[config.mk]
export PLATFORM = sky130hd
export DESIGN_NAME = ccd_readout_timing
export DESIGN_NICKNAME = d
export VERILOG_FILES = /design/src/ccd_timing_pkg.sv /design/src/pix_fifo.sv /design/src/ccd_readout_timing.sv
export SDC_FILE = /design/constraint.sdc
export NUM_CORES = 1
export LEC_CHECK = 0
export BUFFER_PORTS_ARGS = -buffer_cell sky130_fd_sc_hd__buf_4
export CAP_MARGIN = 25
export CORE_MARGIN = 5
export CORE_UTILIZATION = 45
export CTS_CLUSTER_DIAMETER = 120
export DETAILED_ROUTE_END_ITERATION = 6
export GPL_ROUTABILITY_DRIVEN = 0
export HOLD_SLACK_MARGIN = 0.12
export PLACE_DENSITY = 0.65
export SLEW_MARGIN = 10
export SYNTH_ARGS = -nofsm -noshare
export SYNTH_HDL_FRONTEND = slang
export SYNTH_SLANG_ARGS = --single-unit
[constraint.sdc]
create_clock -name clk -period 3.5 [get_ports clk]
set_input_delay 0.175 -clock clk [delete_from_list [all_inputs] [get_ports clk]]
set_output_delay 0.175 -clock clk [all_outputs]
set_load 0.02 [all_outputs]
[src/ccd_timing_pkg.sv]
// Constants for the line and frame sequencer that drives an interline CCD.
// Assumes a 10 MHz system clock; one horizontal clock pair per two cycles.
package ccd_timing_pkg;
	localparam int CLK_MHZ = 10;
	localparam int DARK_TOP_ROWS = 10;
	localparam int ACTIVE_ROWS = 2062;
	localparam int BUF_ROWS_FIRST = 6;
	localparam int BUF_ROWS_LAST = 8;
	localparam int IMAGE_ROWS = 2048;
	localparam int EMPTY_PIX = 12;
	localparam int DARK_PIX = 28;
	localparam int PHOTO_PIX_SINGLE = 2056;
	localparam int PHOTO_PIX_DUAL = 1028;
	localparam int BUF_PIX = 4;
	localparam int HCLK_SINGLE = 2124;
	localparam int HCLK_DUAL = 1068;
	localparam int VPULSE_NS = 1000;
	localparam int VPULSE_CYC = (VPULSE_NS * CLK_MHZ + 999) / 1000;
	localparam int HSTART_DELAY_NS = 1000;
	localparam int HSTART_CYC = (HSTART_DELAY_NS * CLK_MHZ + 999) / 1000;
	// Pixel class codes
	localparam logic [2:0] CLS_EMPTY = 3'h0;
	localparam logic [2:0] CLS_DARK_EDGE = 3'h1;
	localparam logic [2:0] CLS_DARK_REF = 3'h2;
	localparam logic [2:0] CLS_BUFFER = 3'h3;
	localparam logic [2:0] CLS_IMAGE = 3'h4;
	typedef enum logic [4:0] {
		ST_IDLE = 5'h01,
		ST_VXFER = 5'h02,
		ST_HDELAY = 5'h04,
		ST_HSHIFT = 5'h08,
		ST_DONE = 5'h10
	} seq_state_t;
endpackage

[src/pix_fifo.sv]
// Small FIFO carrying pixel-class tags towards downstream capture logic.
// Assumes one clock; reader may stall at will.
`timescale 1ns/1ps
`default_nettype none
module pix_fifo #(
	parameter int WIDTH = 16,
	parameter int DEPTH = 8
) (
	// Clock and reset
	input wire logic clk,
	input wire logic rst,
	// Write side
	input wire logic in_valid,
	output logic in_ready,
	input wire logic [WIDTH-1:0] in_data,
	// Read side
	output logic out_valid,
	input wire logic out_ready,
	output logic [WIDTH-1:0] out_data
);
	localparam int AW = $clog2(DEPTH);
	logic [WIDTH-1:0] mem [DEPTH];
	logic [AW-1:0] wp_ff;
	logic [AW-1:0] rp_ff;
	logic [AW:0] cnt_ff;
	logic wr;
	logic rd;
	logic [AW-1:0] nxt_rp;
	logic [AW:0] nxt_cnt;
	assign wr = in_valid && in_ready;
	assign rd = out_valid && out_ready;
	assign nxt_rp = (rd && rp_ff == AW'(DEPTH-1)) ? '0 : rp_ff + AW'(rd);
	assign nxt_cnt = cnt_ff + (AW+1)'(wr) - (AW+1)'(rd);
	// Flags are registered from the next count and the head word from the next read pointer so the ports come from flops
	always_ff @(posedge clk)
	begin
		if (wr)
			mem[wp_ff] <= in_data;
		if (rst)
		begin
			wp_ff <= '0;
			rp_ff <= '0;
			cnt_ff <= '0;
			in_ready <= 1'b1;
			out_valid <= 1'b0;
			out_data <= '0;
		end
		else
		begin
			if (wr)
				wp_ff <= (wp_ff == AW'(DEPTH-1)) ? '0 : wp_ff + 1'b1;
			rp_ff <= nxt_rp;
			cnt_ff <= nxt_cnt;
			in_ready <= nxt_cnt != (AW+1)'(DEPTH);
			out_valid <= nxt_cnt != '0;
			// A word landing in the head slot is not in the array yet
			out_data <= (wr && wp_ff == nxt_rp) ? in_data : mem[nxt_rp];
		end
	end
endmodule
`default_nettype wire

[src/ccd_readout_timing.sv]
// Timing generator that sequences frame and line readout of an interline CCD.
// Assumes the sensor pins are driven by external clock drivers from these outputs.
// Overview of operation
// - Dual mode reverses right half; each half leaves its own output.
// - Receiver reverses right-output line and appends it after left line.
// - Dark level comes from 28 dark columns, never the bottom dark rows.
// - Only the central 26 of 28 dark columns feed the zero level.
// - During vertical shift, horizontal phase A held high and B low.
// - Horizontal clocks resume only after start delay following vertical fall.
// - No shutter, vertical or line-dump pulses while horizontal shifting.
// - Two halves of 1,068 cells: same direction single, opposite dual.
// - Barrier phase wiring sets each half's shift direction.
// - Single mode: phase A drives storage_a both, barrier_a_left, barrier_b_right.
// - Dual mode 1,068 horizontal clocks per line; single mode 2,124.
// - Separately inverted right barrier clocks align within 3 ns.
`timescale 1ns/1ps
`default_nettype none
module ccd_readout_timing
	import ccd_timing_pkg::*;
#(
	parameter int FIFO_DEPTH = 8
) (
	// Clock and reset
	input wire logic clk,
	input wire logic rst,
	// Control
	input wire logic start_frame,
	input wire logic dual_mode,
	input wire logic dump_rows,
	output logic busy,
	// Sensor timing outputs
	output logic vertical_phase_a,
	output logic vertical_phase_b,
	output logic storage_a_left,
	output logic storage_b_left,
	output logic storage_a_right,
	output logic storage_b_right,
	output logic barrier_a_left,
	output logic barrier_b_left,
	output logic barrier_a_right,
	output logic barrier_b_right,
	output logic line_dump,
	output logic shutter_drain,
	// Pixel tag stream: {row_image, line_first, class[2:0], pix[10:0]}
	output logic tag_valid,
	input wire logic tag_ready,
	output logic [15:0] tag_data
);
	typedef struct packed {
		seq_state_t st;
		logic [11:0] row;
		logic [11:0] pix;
		logic [11:0] dly;
		logic dual;
		logic dump;
		logic ha;
		logic va;
		logic ld;
		logic [11:0] s_a;
		logic push;
		logic [15:0] tag;
		logic bsy;
	} state_t;
	state_t cur_ff;
	state_t nxt_ff;
	logic fifo_ready;
	logic [11:0] s_left;

	// Pixel class from position along a line of one output
	function automatic logic [2:0] pix_class(input logic [11:0] p, input logic dual);
		logic [11:0] q;
		q = p - 12'(EMPTY_PIX);
		if (p < 12'(EMPTY_PIX))
			return CLS_EMPTY;
		if (q < 12'(DARK_PIX))
			return (q == 12'h0 || q == 12'(DARK_PIX-1)) ? CLS_DARK_EDGE : CLS_DARK_REF;
		q = q - 12'(DARK_PIX);
		if (dual)
			return (q < 12'(BUF_PIX)) ? CLS_BUFFER : CLS_IMAGE;
		if (q < 12'(PHOTO_PIX_SINGLE))
			return (q < 12'(BUF_PIX) || q >= 12'(PHOTO_PIX_SINGLE-BUF_PIX))
				? CLS_BUFFER : CLS_IMAGE;
		q = q - 12'(PHOTO_PIX_SINGLE);
		return (q == 12'h0 || q == 12'(DARK_PIX-1)) ? CLS_DARK_EDGE : CLS_DARK_REF;
	endfunction

	always_comb
	begin
		nxt_ff = cur_ff;
		nxt_ff.push = 1'b0;
		s_left = 12'(HCLK_SINGLE);
		case (cur_ff.st)
			ST_IDLE:
			begin
				nxt_ff.ha = 1'b1;
				nxt_ff.bsy = 1'b0;
				if (start_frame)
				begin
					nxt_ff.dual = dual_mode;
					nxt_ff.dump = dump_rows;
					nxt_ff.row = '0;
					nxt_ff.dly = '0;
					nxt_ff.bsy = 1'b1;
					nxt_ff.va = 1'b1;
					nxt_ff.ld = dump_rows;
					nxt_ff.st = ST_VXFER;
				end
			end
			ST_VXFER:
			begin
				nxt_ff.ha = 1'b1;
				nxt_ff.dly = cur_ff.dly + 12'h1;
				if (cur_ff.dly == 12'(VPULSE_CYC-1))
				begin
					nxt_ff.va = 1'b0;
					nxt_ff.ld = 1'b0;
					nxt_ff.dly = '0;
					nxt_ff.st = ST_HDELAY;
				end
			end
			ST_HDELAY:
			begin
				nxt_ff.dly = cur_ff.dly + 12'h1;
				if (cur_ff.dly == 12'(HSTART_CYC-1))
				begin
					nxt_ff.pix = '0;
					nxt_ff.st = ST_HSHIFT;
				end
			end
			ST_HSHIFT:
			begin
				// Stall the horizontal clock while the tag FIFO is full
				if (fifo_ready)
				begin
					nxt_ff.ha = ~cur_ff.ha;
					if (cur_ff.ha)
					begin
						nxt_ff.push = 1'b1;
						nxt_ff.tag = {cur_ff.row >= 12'(DARK_TOP_ROWS+BUF_ROWS_FIRST)
							&& cur_ff.row < 12'(DARK_TOP_ROWS+BUF_ROWS_FIRST+IMAGE_ROWS),
							cur_ff.pix == 12'h0, pix_class(cur_ff.pix, cur_ff.dual),
							cur_ff.pix[10:0]};
						nxt_ff.pix = cur_ff.pix + 12'h1;
					end
					else if (cur_ff.pix == (cur_ff.dual ? 12'(HCLK_DUAL) : s_left))
					begin
						nxt_ff.ha = 1'b1;
						nxt_ff.row = cur_ff.row + 12'h1;
						nxt_ff.dly = '0;
						if (cur_ff.row == 12'(DARK_TOP_ROWS+ACTIVE_ROWS-1))
							nxt_ff.st = ST_DONE;
						else
						begin
							nxt_ff.va = 1'b1;
							nxt_ff.ld = cur_ff.dump;
							nxt_ff.st = ST_VXFER;
						end
					end
				end
			end
			ST_DONE:
			begin
				nxt_ff.bsy = 1'b0;
				nxt_ff.st = ST_IDLE;
			end
			default:
				nxt_ff.st = ST_IDLE;
		endcase
		if (rst)
		begin
			nxt_ff = '0;
			nxt_ff.st = ST_IDLE;
			nxt_ff.ha = 1'b1;
		end
	end

	always_ff @(posedge clk)
		cur_ff <= nxt_ff;

	// Phase A fills storage_a first; barriers follow storage by mode
	always_ff @(posedge clk)
	begin
		vertical_phase_a <= nxt_ff.va;
		vertical_phase_b <= nxt_ff.va;
		line_dump <= nxt_ff.ld;
		shutter_drain <= 1'b0;
		busy <= nxt_ff.bsy;
		storage_a_left <= nxt_ff.ha;
		storage_b_left <= ~nxt_ff.ha;
		storage_a_right <= nxt_ff.ha;
		storage_b_right <= ~nxt_ff.ha;
		barrier_a_left <= nxt_ff.ha;
		barrier_b_left <= ~nxt_ff.ha;
		// Swapping right barriers reverses the right half; same register edge keeps skew low
		barrier_a_right <= nxt_ff.dual ? nxt_ff.ha : ~nxt_ff.ha;
		barrier_b_right <= nxt_ff.dual ? ~nxt_ff.ha : nxt_ff.ha;
	end

	pix_fifo #(.WIDTH(16), .DEPTH(FIFO_DEPTH)) u_fifo (
		.clk(clk),
		.rst(rst),
		.in_valid(cur_ff.push),
		.in_ready(fifo_ready),
		.in_data(cur_ff.tag),
		.out_valid(tag_valid),
		.out_ready(tag_ready),
		.out_data(tag_data)
	);

	a_vert_hold_ha: assert property (@(posedge clk) disable iff (rst)
		vertical_phase_a |-> storage_a_left && !storage_b_left)
		else $error("horizontal not parked during vertical shift");
	a_no_pulse_shift: assert property (@(posedge clk) disable iff (rst)
		cur_ff.st == ST_HSHIFT |-> !vertical_phase_a && !line_dump && !shutter_drain)
		else $error("pulse during horizontal shift");
	// Cycles since the vertical pulse ended, saturating; watches the pins, not the sequencer
	logic [11:0] since_v_ff;
	always_ff @(posedge clk)
	begin
		if (rst || vertical_phase_a)
			since_v_ff <= '0;
		else if (since_v_ff != 12'hfff)
			since_v_ff <= since_v_ff + 12'h1;
	end
	a_start_delay: assert property (@(posedge clk) disable iff (rst)
		$fell(storage_a_left) |-> since_v_ff >= 12'(HSTART_CYC))
		else $error("horizontal resumed before start delay");
	a_right_dir: assert property (@(posedge clk) disable iff (rst)
		barrier_a_right == (cur_ff.dual ? storage_a_left : storage_b_left))
		else $error("right barrier direction wrong");
	a_dump_with_v: assert property (@(posedge clk) disable iff (rst)
		line_dump |-> vertical_phase_a)
		else $error("line dump outside transfer");
	a_count_bound: assert property (@(posedge clk) disable iff (rst)
		cur_ff.pix <= 12'(HCLK_SINGLE))
		else $error("horizontal count overrun");
	a_rows_bound: assert property (@(posedge clk) disable iff (rst)
		cur_ff.row <= 12'(DARK_TOP_ROWS+ACTIVE_ROWS))
		else $error("row count overrun");
	a_vpulse_len: assert property (@(posedge clk) disable iff (rst)
		$rose(cur_ff.va) |-> cur_ff.va [*1] ##(VPULSE_CYC) !cur_ff.va)
		else $error("vertical pulse length wrong");
	c_frame_start: cover property (@(posedge clk) disable iff (rst) cur_ff.st == ST_VXFER);
	c_dual_line: cover property (@(posedge clk) disable iff (rst)
		cur_ff.dual && cur_ff.st == ST_HSHIFT);
	c_fifo_stall: cover property (@(posedge clk) disable iff (rst)
		cur_ff.st == ST_HSHIFT && !fifo_ready);
endmodule
`default_nettype wire

==> implementation parameters <==
Parameter                              Value

Finish
  Most frequent standard cell in the layout excluding fill and tap cells ... nand2_1
  Layout Cells excl Fill ... 1264
  Fraction of final layout cells with drive strength greater than 1 ... 0.129
  Most frequent cells in the layout ... 136 x nand2_1, 128 x edfxtp_1, 95 x dfxtp_1
  Signed area change from the synthesized netlist to the final layout ... 14.3%
  Final Net Count ... ~990
  Antenna cells ... 0

Synthesis
  Synthesized instance count ... 931
  Multiplexer share of the synthesized area ... 0.0382
  Syn Std Cell Area ... 10000 um^2
  Count of state elements after synthesis ... 223
  Proportion of synthesized flip-flops having asynchronous set or reset ... 0
  Synthesized-area fraction occupied by xor and xnor cells ... 0.0498
  Most used flip-flop cell after synthesis ... edfxtp_1
  Total number of yosys warnings ... 0
  Mean post-synth cell area ... 10.8 um^2
  Distinct cell type count of the synthesized netlist ... between 60 and 70
  Complex-gate fraction of the synthesized area ... 0.0902
  Post-synthesis share of cell area spent on and, or, nand and nor gates ... 0.188
  Number of flops mapped to enable cells by yosys ... 128
  Sequential share of the synthesized area ... 0.573
  Synthesized-area fraction occupied by adder cells ... 0.0270
  Post-Synthesis Net Count ... 958
  Combinational family with the most area after synthesis ... simple AND/OR/NAND/NOR gates

Clock network
  Clock tree from TritonCTS ... yes
  Buffer levels on the longest clock path ... 3
  CTS clock-pin slew for the worst setup and hold paths ... approximately 0.06 ns
  Number of sinks handled by clock tree synthesis ... 223
  Clock insertion delay at the later pin of the skew report ... 0.51 ns
  Post-CTS Setup Repair Bufs ... 0
  Clock buffers created by TritonCTS ... 24
  H-Tree Level Count ... 1
  Clk Tree Root Cell ... clkbuf_16

GRT
  Initial antenna violation count ... 0
  Total Routing Usage GR ... 0.160
  GRT overflow ... 0
  First-pass GRT wire length ... 34100 um
  Vias in the first global route ... 6631
  Maximum number of pins on one net before global-route repair ... 65

STA
  Final cycle utilization of the critical path ... 0.897
  Highest clock frequency the design can meet ... 319 MHz
  Setup tns final ... 0 ns
  Pin slew with the least headroom to its limit ... 0.712 ns
  Final worst path period need ... 3.14 ns
  Final setup vio count ... 0
  Final number of max-transition violations ... 0
  Worst slew margin ... 0.525
  Final hold viol count ... 0
  Hold slack ... 0.147 ns
  RSZ-0062 raised after global routing ... no
  Clock tree skew after final layout ... 0.00996 ns

Routing
  DRC violation count after routing ... 0
  Routed wirelength normalized by instance count ... 16.4 um
  Drt pass-1 iters ... 4
  Drt initial violations ... about 360
  Total wire length after detailed routing ... 20800 um
  Routed Antenna Nets ... 0
  Total number of vias ... 6929
  Detailed-route vias per instance ... 5.48

Run
  Max-cap violations ... 0

Power and ir drop
  Switching power as a share of total power ... 0.261
  Internal power ... 4750 uW
  Fraction of power consumed by combinational cells ... 0.159
  Leak Pwr ... approximately 0.004 uW
  Proportion of power drawn by the clock network ... 0.385
  Net switching power ... roughly 1700 uW
  P per Cell Area ... 560 nW/um^2
  IR Drop Worst-Case VDD ... 0.320 mV
  Part of the power in registers ... 0.456

Status
  Status ... finished clean

Setup path
  Startpoint kind of the worst setup timing path ... flop
  Maximum cell stage delay along the critical path ... approximately 0.52 ns
  Delay-heaviest family, CP ... simple AND/OR/NAND/NOR gates
  Reg2reg path depth ... 10
  Worst Path Class, Setup ... reg2reg
  Required time of the critical path ... roughly 3.9 ns
  Critical R2R Launch ... cur_ff[50]$_SDFFE_PP0P_
  Master of the slowest instance on the critical path ... dfxtp_1
  Worst r2r dst ... cur_ff[13]$_SDFFE_PP0P_
  Register-to-register setup slack ... 0.36 ns
  Critical Path Fanout Max ... 11
  CP Data Arrival Time ... 3.50 ns
  Worst path bufs/invs ... 1
  Series of cell instances along the critical path ... inv_1, ha_1, and2_1, o31ai_1, xor2_1, or4_1, nor4_1, a211oi_1, o31ai_2, o41ai_2
  Setup crit end kind ... flop

Worst hold path
  Worst Hold End ... busy$_SDFFE_PP0P_
  Hold Crit Depth ... 5
  HP Class ... in2reg
  Worst min-delay path startpoint ... start_frame

Floorplanning
  Die Ht ... 159 um
  Initial standard-cell utilization of the core ... 0.458
  I/O Pins ... 36
  Row count ... 54
  Horiz. Die Dim ... ~160 um
  Area of the core ... 21900 um^2
  Total die area ... 25400 um^2

Placement
  HPWL after detailed placement ... approximately 13000 um
  Count of placed standard cells including taps ... between 1000 and 1500
  Count of input and output buffers ... 34
-- worst max-delay path by stage --
stage	cells after the start	end	start	slack [ns]
after floorplan	11	cur_ff[13]$_SDFFE_PP0P_	cur_ff[49]$_SDFFE_PP0P_	0.51
after global placement	10	cur_ff[13]$_SDFFE_PP0P_	cur_ff[50]$_SDFFE_PP0P_	0.45
after detailed placement	10	cur_ff[13]$_SDFFE_PP0P_	cur_ff[50]$_SDFFE_PP0P_	0.36
after CTS	10	cur_ff[13]$_SDFFE_PP0P_	cur_ff[50]$_SDFFE_PP0P_	0.35
after global routing	10	cur_ff[12]$_SDFFE_PP0P_	cur_ff[50]$_SDFFE_PP0P_	0.05
final	10	cur_ff[13]$_SDFFE_PP0P_	cur_ff[50]$_SDFFE_PP0P_	0.36
-- cell families (layout without fill, tap and decap cells) --
family                     after synthesis  after routing
DFF                                    223            223
buffers and inverters                   78            131
xor gates and xnor gates                57             57
and+or+nand+nor                        387            387
other                                    1              1
AOI/OAI and AO/OA                      126            126
adders and majority gates               21             21
muxes                                   38             38
-- layout make-up --
| cell class | count | area, um^2 |
|---|---|---|
| clock inverters | 14 | 130 |
| well taps | 280 | 350 |
| fillers | 2006 | 10400 |
| clock buffers | 30 | 663 |
| flip-flops and latches | 223 | 5750 |
| repair buffers | 65 | 515 |
| multi-input cells | 630 | 3980 |
| inverters | 22 | 82.6 |
-- power groups by stage --
stage               clock network (uW)  registers [uW]  logic (uW)
global placement                     0            2980        1010
global route                      2660            2950        1130
finish                            2480            2930        1020
detailed placement                   0            2990        1010
CTS                               2540            2930        1030
floorplan                            0            3070         596
-- metrics by stage --
step                       util  worst slack, ns  area (um^2)  power, uW
after global placement    0.485            0.451        10600       4000
after floorplan               -            0.511        10000       3670
after CTS                 0.524            0.347        11500       6500
after global routing      0.524           0.0504        11500       6730
after detailed placement  0.485            0.355        10600       4000
final                     0.524            0.361        11500       6430
-- sequential cells by signal (all words and copies together), names as in the netlist --
| name | flops |
|---|---|
| barrier_a_left | 1 |
| barrier_a_right | 1 |
| barrier_b_left | 1 |
| barrier_b_right | 1 |
| busy | 1 |
| cur_ff | 60 |
| line_dump | 1 |
| u_fifo.cnt_ff | 4 |
| u_fifo.in_ready | 1 |
| u_fifo.mem | 128 |
| u_fifo.out_data | 16 |
| u_fifo.out_valid | 1 |
| u_fifo.rp_ff | 3 |
| u_fifo.wp_ff | 3 |
| vertical_phase_b | 1 |
-- timing repair --
action | in CTS | in global routing
gates resized for setup | 0 | 0
hold buffers | 6 | 0
hold endpoints to repair | 3 | 0
endpoints found under the setup margin | 0 | 0
-- layer usage --
layer  global-route usage  routed length [um]  vias to the layer above
met3               0.0272                 964                       34
li1                     -                   -                     3426
met5                    0                   0                        -
met4               0.0380                 385                        0
met1                0.214                9540                     3321
met2                0.272                9900                      148
-- cells in the mapped netlist, drive strengths merged, types with 2 or more instances --
master | count | area (um^2)
nand2 | 136 | 510
edfxtp | 128 | 3840
dfxtp | 95 | 1900
nor2 | 85 | 319
nand3 | 47 | 235
clkbuf | 38 | 143
mux2i | 36 | 360
a21oi | 33 | 165
xnor2 | 32 | 280
nor3 | 26 | 151
xor2 | 25 | 219
inv | 22 | 82.6
a221oi | 20 | 181
a31oi | 20 | 125
ha | 20 | 250
a211oi | 19 | 143
buf | 18 | 109
nand4 | 12 | 75.1
and2 | 10 | 62.6
nor4 | 10 | 68.8
o21ai | 9 | 45.0
nand2b | 8 | 50.1
and3 | 7 | 43.8
nor3b | 7 | 62.6
nor2b | 6 | 37.5
nand3b | 5 | 37.5
nor4b | 5 | 43.8
or3 | 5 | 31.3
o211ai | 4 | 30.0
or2 | 4 | 25.0
a22oi | 3 | 22.5
or4b | 3 | 33.8
a2111oi | 2 | 30.0
a31o | 2 | 17.5
and4 | 2 | 17.5
mux2 | 2 | 22.5
nand4b | 2 | 17.5
o31ai | 2 | 20.0
o32a | 2 | 20.0
or3b | 2 | 17.5
or4 | 2 | 18.8
-- tightest hold or removal path, stage by stage --
cell and delay [ns]:
buf_4 0.14, nand3_1 0.08, a21oi_1 0.06, a21oi_1 0.11
nor2_1 0.04
Note: power is estimated with default switching activity, not from simulation.
